## src/rtl/phy_ctrl_pkg.sv

```systemverilog
package phy_ctrl_pkg;
   // ---------------------------------------------------------------
   // Addressing
   // ---------------------------------------------------------------
   localparam int NUM_PORTS = 4;
   localparam logic [4:0] PHYAD_FIRST = 5'h01;
   localparam logic [4:0] PHYAD_LAST = 5'h04;
   localparam logic [4:0] REG_BASIC_CONTROL = 5'h00;
   localparam logic [4:0] REG_DECODE_LAST = 5'h05;
   localparam logic [4:0] REG_EXTRA_A = 5'h1d;
   localparam logic [4:0] REG_EXTRA_B = 5'h1f;
   // SPI byte map: port n control word at SPI_BASE + (n-1)*SPI_STRIDE
   localparam logic [7:0] SPI_CTRL_BASE = 8'h10;
   localparam logic [7:0] SPI_PORT_STRIDE = 8'h10;
   localparam logic [7:0] SPI_CTRL_HI_OFS = 8'h00;
   localparam logic [7:0] SPI_CTRL_LO_OFS = 8'h01;
   // ---------------------------------------------------------------
   // Basic control field positions
   // ---------------------------------------------------------------
   localparam int BIT_SOFT_RESET = 15;
   localparam int BIT_LOOPBACK = 14;
   localparam int BIT_SPEED_100 = 13;
   localparam int BIT_AUTONEG_ON = 12;
   localparam int BIT_POWER_DOWN = 11;
   localparam int BIT_ISOLATION = 10;
   localparam int BIT_AUTONEG_RESTART = 9;
   localparam int BIT_FULL_DUPLEX = 8;
   localparam int BIT_XOVER_ALG = 5;
   localparam int BIT_FORCED_STRAIGHT = 4;
   localparam int BIT_XOVER_DETECT_OFF = 3;
   localparam int BIT_FEF_OFF = 2;
   localparam int BIT_TX_OFF = 1;
   localparam int BIT_INDICATOR_OFF = 0;
   localparam logic [15:0] CTRL_RESET = 16'h3120;
   // Bits that store a value; 15 and 9 self-clear, 7:6 reserved
   localparam logic [15:0] CTRL_STORE_MASK = 16'h7d3f;
   localparam logic [15:0] CTRL_PULSE_MASK = 16'h8200;

   // Per-port controls presented to the PHY and MAC
   typedef struct packed {
      logic soft_reset;
      logic mac_loopback;
      logic speed_100;
      logic autoneg_on;
      logic power_down;
      logic transceiver_isolation;
      logic autoneg_restart;
      logic full_duplex;
      logic crossover_algorithm_select;
      logic forced_straight_wiring;
      logic crossover_detect_off;
      logic far_end_fault_off;
      logic transmit_off;
      logic indicator_off;
   } port_ctrl_s;

   // Management access request (MIIM only; SPI uses spi_req_s below)
   typedef struct packed {
      logic valid;
      logic write;
      logic [4:0] phy_addr;
      logic [4:0] reg_addr;
      logic [15:0] wdata;
   } miim_req_s;

   typedef struct packed {
      logic valid;
      logic write;
      logic [7:0] addr;
      logic [7:0] wdata;
   } spi_req_s;
endpackage

```

## src/rtl/phy_basic_control_regs.sv

```systemverilog
`timescale 1ns/1ns
// Overview of operation
// - Ports 1-4 answer PHY addresses 0x1-0x4.
// - Decode registers 0x0-0x5, 0x1D, 0x1F only.
// - Only the basic control register is reachable over SPI port.
// - SPI uses its own address mapping.
// - Bit 15 soft reset, self-clearing, resets 0.
// - Bit 14 MAC-side loopback per port.
// - Bit 13 forced speed, 1=100M, reset 1.
// - Bit 12 autonegotiation enable, reset 1.
// - Bit 11 power-down, reset 0.
// - Bit 10 isolates transmitter from pair.
// - Bit 9 restarts autonegotiation, self-clearing.
// - Bit 8 forced duplex, 1=full, reset 1.
// - Bit 5 crossover algorithm select, reset 1.
// - Bit 4 forces straight wiring when detect off.
// - Bit 3 disables crossover detection, reset 0.
// - Bit 2 disables far-end fault detection.
// - Bit 1 disables transmitter, reset 0.
// - Bit 0 turns indicators off, reset 0.
module phy_basic_control_regs (
   // Clock and reset
   input wire logic clk,
   input wire logic rst_b,
   // Management (MIIM) access, one-cycle request
   input phy_ctrl_pkg::miim_req_s miim_req,
   output logic miim_ack,
   output logic miim_hit,
   output logic [15:0] miim_rdata,
   // SPI byte access, one-cycle request
   input phy_ctrl_pkg::spi_req_s spi_req,
   output logic spi_ack,
   output logic [7:0] spi_rdata,
   // Per-port controls
   output phy_ctrl_pkg::port_ctrl_s port_ctrl [phy_ctrl_pkg::NUM_PORTS],
   output logic [phy_ctrl_pkg::NUM_PORTS-1:0] mdi_straight
);
   import phy_ctrl_pkg::*;

   // ---------------------------------------------------------------
   // Reset release
   // ---------------------------------------------------------------
   logic rst_meta_ff;
   logic rst_sync_ff;

   always_ff @(posedge clk or negedge rst_b) begin
      if (!rst_b) begin
         rst_meta_ff <= 1'b0;
         rst_sync_ff <= 1'b0;
      end else begin
         rst_meta_ff <= 1'b1;
         rst_sync_ff <= rst_meta_ff;
      end
   end

   // ---------------------------------------------------------------
   // Address decode
   // ---------------------------------------------------------------
   logic miim_port_ok;
   logic [1:0] miim_port;
   logic miim_reg_ok;
   logic miim_ctrl_sel;
   logic [4:0] phy_ofs;

   assign phy_ofs = miim_req.phy_addr - PHYAD_FIRST;
   assign miim_port_ok = (miim_req.phy_addr >= PHYAD_FIRST) &&
      (miim_req.phy_addr <= PHYAD_LAST);
   assign miim_port = phy_ofs[1:0];
   assign miim_reg_ok = (miim_req.reg_addr <= REG_DECODE_LAST) ||
      (miim_req.reg_addr == REG_EXTRA_A) ||
      (miim_req.reg_addr == REG_EXTRA_B);
   assign miim_ctrl_sel = miim_port_ok &&
      (miim_req.reg_addr == REG_BASIC_CONTROL);

   // SPI: port n control at base + (n-1)*stride, high byte first
   logic spi_port_ok;
   logic [1:0] spi_port;
   logic spi_is_hi;
   logic spi_is_lo;
   logic [7:0] spi_rel;

   assign spi_rel = spi_req.addr - SPI_CTRL_BASE;
   assign spi_port = spi_rel[5:4];
   assign spi_port_ok = (spi_req.addr >= SPI_CTRL_BASE) &&
      (spi_rel < 8'(NUM_PORTS * SPI_PORT_STRIDE));
   assign spi_is_hi = spi_port_ok && (spi_rel[3:0] == SPI_CTRL_HI_OFS[3:0]);
   assign spi_is_lo = spi_port_ok && (spi_rel[3:0] == SPI_CTRL_LO_OFS[3:0]);

   // Handshake answers in the request cycle
   assign miim_ack = miim_req.valid;
   assign spi_ack = spi_req.valid;

   // ---------------------------------------------------------------
   // Control registers, one per port
   // ---------------------------------------------------------------
   logic [15:0] ctrl_ff [NUM_PORTS];
   logic [15:0] pulse_ff [NUM_PORTS];

   genvar p;
   generate
      for (p = 0; p < NUM_PORTS; p++) begin : g_port
         logic miim_wr;
         logic spi_wr_hi;
         logic spi_wr_lo;
         logic [15:0] wr_word;
         logic wr_any;
         logic [15:0] nxt_ctrl;

         assign miim_wr = miim_req.valid && miim_req.write &&
            miim_ctrl_sel && (miim_port == 2'(p));
         assign spi_wr_hi = spi_req.valid && spi_req.write && spi_is_hi &&
            (spi_port == 2'(p));
         assign spi_wr_lo = spi_req.valid && spi_req.write && spi_is_lo &&
            (spi_port == 2'(p));
         assign wr_any = miim_wr || spi_wr_hi || spi_wr_lo;

         // Byte writes merge with the stored half
         always_comb begin
            wr_word = ctrl_ff[p];
            if (miim_wr) begin
               wr_word = miim_req.wdata;
            end else if (spi_wr_hi) begin
               wr_word = {spi_req.wdata, ctrl_ff[p][7:0]};
            end else if (spi_wr_lo) begin
               wr_word = {ctrl_ff[p][15:8], spi_req.wdata};
            end
         end

         // Reserved bits never store; self-clearing bits never store
         assign nxt_ctrl = wr_word & CTRL_STORE_MASK;

         always_ff @(posedge clk or negedge rst_sync_ff) begin
            if (!rst_sync_ff) begin
               ctrl_ff[p] <= CTRL_RESET;
            end else if (wr_any) begin
               ctrl_ff[p] <= nxt_ctrl;
            end
         end

         // Soft reset and restart are one-cycle pulses, then clear
         always_ff @(posedge clk or negedge rst_sync_ff) begin
            if (!rst_sync_ff) begin
               pulse_ff[p] <= '0;
            end else if (wr_any) begin
               pulse_ff[p] <= wr_word & CTRL_PULSE_MASK;
            end else begin
               pulse_ff[p] <= '0;
            end
         end

         always_comb begin
            port_ctrl[p].soft_reset = pulse_ff[p][BIT_SOFT_RESET];
            port_ctrl[p].mac_loopback = ctrl_ff[p][BIT_LOOPBACK];
            port_ctrl[p].speed_100 = ctrl_ff[p][BIT_SPEED_100];
            port_ctrl[p].autoneg_on = ctrl_ff[p][BIT_AUTONEG_ON];
            port_ctrl[p].power_down = ctrl_ff[p][BIT_POWER_DOWN];
            port_ctrl[p].transceiver_isolation =
               ctrl_ff[p][BIT_ISOLATION];
            port_ctrl[p].autoneg_restart =
               pulse_ff[p][BIT_AUTONEG_RESTART];
            port_ctrl[p].full_duplex = ctrl_ff[p][BIT_FULL_DUPLEX];
            port_ctrl[p].crossover_algorithm_select =
               ctrl_ff[p][BIT_XOVER_ALG];
            port_ctrl[p].forced_straight_wiring =
               ctrl_ff[p][BIT_FORCED_STRAIGHT];
            port_ctrl[p].crossover_detect_off =
               ctrl_ff[p][BIT_XOVER_DETECT_OFF];
            port_ctrl[p].far_end_fault_off = ctrl_ff[p][BIT_FEF_OFF];
            port_ctrl[p].transmit_off = ctrl_ff[p][BIT_TX_OFF];
            port_ctrl[p].indicator_off =
               ctrl_ff[p][BIT_INDICATOR_OFF];
         end

         // Forced wiring only matters with detection off
         assign mdi_straight[p] = ctrl_ff[p][BIT_XOVER_DETECT_OFF] &&
            ctrl_ff[p][BIT_FORCED_STRAIGHT];
      end
   endgenerate

   // ---------------------------------------------------------------
   // Read data, registered
   // ---------------------------------------------------------------
   logic [15:0] miim_rdata_ff;
   logic miim_hit_ff;
   logic [7:0] spi_rdata_ff;
   logic [15:0] spi_word;

   assign spi_word = ctrl_ff[spi_port];

   always_ff @(posedge clk or negedge rst_sync_ff) begin
      if (!rst_sync_ff) begin
         miim_rdata_ff <= '0;
         miim_hit_ff <= 1'b0;
      end else if (miim_req.valid) begin
         miim_hit_ff <= miim_port_ok && miim_reg_ok;
         // Other decoded registers live outside this block, read zero
         miim_rdata_ff <= miim_ctrl_sel ? ctrl_ff[miim_port] : '0;
      end
   end

   always_ff @(posedge clk or negedge rst_sync_ff) begin
      if (!rst_sync_ff) begin
         spi_rdata_ff <= '0;
      end else if (spi_req.valid) begin
         if (spi_is_hi) begin
            spi_rdata_ff <= spi_word[15:8];
         end else if (spi_is_lo) begin
            spi_rdata_ff <= spi_word[7:0];
         end else begin
            spi_rdata_ff <= '0;
         end
      end
   end

   assign miim_rdata = miim_rdata_ff;
   assign miim_hit = miim_hit_ff;
   assign spi_rdata = spi_rdata_ff;
endmodule

```

## config.mk

```make
export PLATFORM = sky130hd
export DESIGN_NAME = phy_basic_control_regs
export DESIGN_NICKNAME = d
export VERILOG_FILES = /design/src/rtl/phy_ctrl_pkg.sv /design/src/rtl/phy_basic_control_regs.sv
export SDC_FILE = /design/constraint.sdc
export NUM_CORES = 1
export LEC_CHECK = 0
export BUFFER_PORTS_ARGS = -buffer_cell sky130_fd_sc_hd__buf_4
export CAP_MARGIN = 40
export CORE_AREA = 2 2 111 113
export CTS_BUF_LIST = sky130_fd_sc_hd__clkbuf_8
export DETAILED_ROUTE_END_ITERATION = 7
export DIE_AREA = 0 0 113 115
export GPL_ROUTABILITY_DRIVEN = 1
export PLACE_DENSITY_LB_ADDON = 0.12
export SYNTH_ARGS = -nofsm -noshare
export SYNTH_HDL_FRONTEND = slang
export SYNTH_SLANG_ARGS = --single-unit
```

## constraint.sdc

```tcl
create_clock -name clk -period 2.9 [get_ports clk]
set_input_delay 0.435 -clock clk [delete_from_list [all_inputs] [get_ports clk]]
set_output_delay 0.435 -clock clk [all_outputs]
set_load 0.05 [all_outputs]
```

==> out/qor.csv <==
stage;metric;value;unit
drt;drt first pass iters;7;
worst_setup_path;crit-path leading delay family;buffers and inverters;
drt;1st-iter DRT viols;284;
cells_and_area;Layout fillers;1134;
yosys;Synth Register Bits;78;
drt;DR vias;3794;
cells_and_area;ratio of cells with drive above 1 in the final layout;39.7;%
yosys;top_reg_cell synth;dfrtp_1;
placement;PortBufs;127;
clock_tree;CTS H-Tree Depth;3;
global_route;first-pass GRT wire length;22200;um
yosys;syn_area_per_cell;10.9;um2
sta;fin crit period;2.07;ns
global_route;initial antenna violation count;0;
sta;unrepaired setup endpoints after global routing;false;
worst_setup_path;flop2flop setup slack;1.55;ns
yosys;Cells after Synth;427;
worst_setup_path;critical path's slowest cell;buf_4;
clock_tree;CTS Sinks;78;
power;Static Leakage;3.00;nW
status;failing checks;DRC;
placement;pre-CTS setup slack;0.420;ns
sta;Tcrit/Tclk final;71.4;%
worst_setup_path;Worst Path Arrival;2.32;ns
yosys;number of synthesized flops with an enable pin;0;
worst_setup_path;WP buf/inv;3;
sta;Slew @ Worst Pin;0.509;ns
worst_setup_path;crit end category;register;
floorplanning;Chip Width;113;um
floorplanning;Initial Util;39.4;%
drt;drt total wl;14400;um
worst_setup_path;Setup CP Type;input port to register;
sta;Slew Limit Fails;0;
hold_path;worst min path class;register to async pin;
yosys;post-synthesis sequential area ratio;42.3;%
clock_tree;CTS Buffer Depth;2;
sta;Setup Viol. Count Final;0;
clock_tree;root buf cell;clkbuf_8;
sta;Max-slew headroom;66.1;%
sta;Hold Fails Final Rpt;0;
cells_and_area;fin cells;704;
drt;Via density;5.39;
sta;Setup WS post-layout;0.829;ns
global_route;vias in the first global route;3788;
yosys;top post-synthesis cells by area;dfrtp_1 33%, mux4_2 12%, dfstp_2 9.0%;
clock_tree;post-cts resize count;0;
cells_and_area;Area Growth Syn to Fin;28.3;%
yosys;Mapped Area;4660;um2
worst_setup_path;worst-path fanout max;17;
global_route;gr usage total;22.7;%
clock_tree;Inserted Clock Buffers;9;
clock_tree;Reg clk slew, reported paths;0.09;ns
cells_and_area;most common cell after layout, fill and taps aside;buf_4;
sta;Fmax achieved;483;MHz
worst_setup_path;critical path's largest stage delay;0.29;ns
status;status;finished, violations left;
worst_setup_path;Worst EP required;3.14;ns
placement;post-detail-place hpwl;10400;um
placement;Placed Cells;687;
worst_setup_path;Crit path top cell by count;buf_4;
drt;antenna-violating nets left;0;
floorplanning;Die H;115;um
cells_and_area;n_diodes;0;
power;P per Cell Area;446;nW/um2
placement;placed cell areas;5730;um2
cells_and_area;most frequent cells in the layout;144 x buf_4, 61 x dfrtp_1, 52 x nor2_1;
sta;setup TNS;0;ns
power;Max rail drop VDD;0.000217;V
placement;RePlAce Congestion;0.790;
drt;DRC viols;9;
floorplanning;die footprint;13000;um2
clock_tree;CTS tree;done;
job;max-cap violation count;0;
worst_setup_path;FF-to-FF path depth;3;
worst_setup_path;Critical Path Start;spi_req[12];
floorplanning;I/O Pins;135;
cells_and_area;post-route cell area;5980;um2
worst_setup_path;Worst R2R Start;port_ctrl[45];
floorplanning;# rows;40;
yosys;dominant cell type by area after synthesis;dfrtp_1;
yosys;Yosys warning count;0;
worst_setup_path;CP cell instances;buf_4 -> inv_1 -> ha_1 -> nor2_1 -> a32o_1 -> buf_4 -> nand4_2 -> a22oi_1 -> a21oi_1;
worst_setup_path;crit path launch type;input port;
yosys;async set-reset flop share out of synthesis;100;%
sta;Worst Clk Skew;0.00770;ns
clock_tree;Clock Latency Late Sink;0.37;ns
worst_setup_path;RR Endpoint;spi_rdata[3];
floorplanning;core area;11800;um2
drt;wire length per cell;20.4;um
yosys;Synth top area share;33.3;%
cells_and_area;# nets final;609;
yosys;synth unique cells;42;
global_route;largest net degree at the start of global routing;34;
global_route;grt total ovfl;0;
[worst max path at each step]
stage | endpoint | slack (ns) | cells after the start
floorplan | miim_hit | 0.59 | 0
global placement | port_ctrl[51] | 0.49 | 9
detailed placement | port_ctrl[54] | 0.42 | 9
CTS | port_ctrl[54] | 0.81 | 9
global route | port_ctrl[54] | 0.64 | 9
finish | port_ctrl[54] | 0.83 | 9
[kinds of logic (layout without fill, tap and decap cells)]
logic type               after synthesis  count (layout)  share of synthesized area [%]
buffers and inverters                 75             201                           7.73
multiplexers                          65              65                           20.4
adder cells (fa/ha/maj)                9               9                           2.42
AO/OA/AOI/OAI                         93              93                           11.7
other                                  2               6                          0.161
flip-flops                            78              78                           42.3
AND/OR/NAND/NOR                      105             105                           15.3
[cell type report]
cell class | instances | area (um2) | share of cell area, %
multi-input cells | 278 | 2340 | 39.2
flip-flops and latches | 78 | 1970 | 33.0
repair buffers | 145 | 1090 | 18.2
well taps | 147 | 184 | 3.08
inverters | 40 | 150 | 2.51
clock buffers | 9 | 124 | 2.07
clock inverters | 7 | 115 | 1.93
[sequential cells by signal, indices dropped and copies added (netlist names)]
register     flops
miim_hit         1
miim_rdata      12
port_ctrl       56
rst_meta_ff      1
rst_sync_ff      1
spi_rdata        7
[cells in the mapped netlist (2+ instances only)]
cell type,n
nand4_2,2
nand4_1,2
o22ai_1,19
nor4b_4,3
dfrtp_1,62
nor2_1,52
mux4_2,24
buf_2,6
mux2i_1,41
ha_1,9
nor2b_1,2
dfstp_2,16
nand2_1,8
a22oi_1,12
inv_1,40
nand4_4,6
nand3_1,9
nand4b_1,3
o21ai_1,8
buf_6,5
buf_4,9
and2_1,5
a21oi_1,48
nor3_4,2
clkbuf_1,12
conb_1,2
buf_1,3
nand3_2,3
[report_power, final]
part	total, mW	internal (mW)	leakage (nW)	switching, mW
Combinational	0.505	0.187	1.85	0.318
Clock	0.985	0.569	0.126	0.416
Sequential	1.18	1.13	1.02	0.0476
Total	2.67	1.89	3.00	0.782
[through the flow]
stage | hold WS [ns] | utilization (%) | total power [mW]
floorplan | 0.139 | - | 1.52
global placement | 0.218 | 48.5 | 1.70
detailed placement | 0.220 | 48.5 | 1.71
CTS | 0.248 | 50.6 | 2.69
global route | 0.275 | 50.6 | 2.76
finish | 0.229 | 50.6 | 2.67
[routing by layer]
layer | global-route usage (%) | vias up | wire, um
met5 | 0 | - | 0
met4 | 8.94 | 0 | 266
met2 | 34.6 | 155 | 6790
li1 | - | 1767 | -
met3 | 4.11 | 20 | 910
met1 | 32.6 | 1852 | 6390
[what timing repair did]
action,CTS,global route
hold buffers,1,0
hold endpoints to repair,2,0
setup buffers,0,0
endpoints found under the setup margin,0,0
Note: power is estimated with default switching activity, not from simulation.
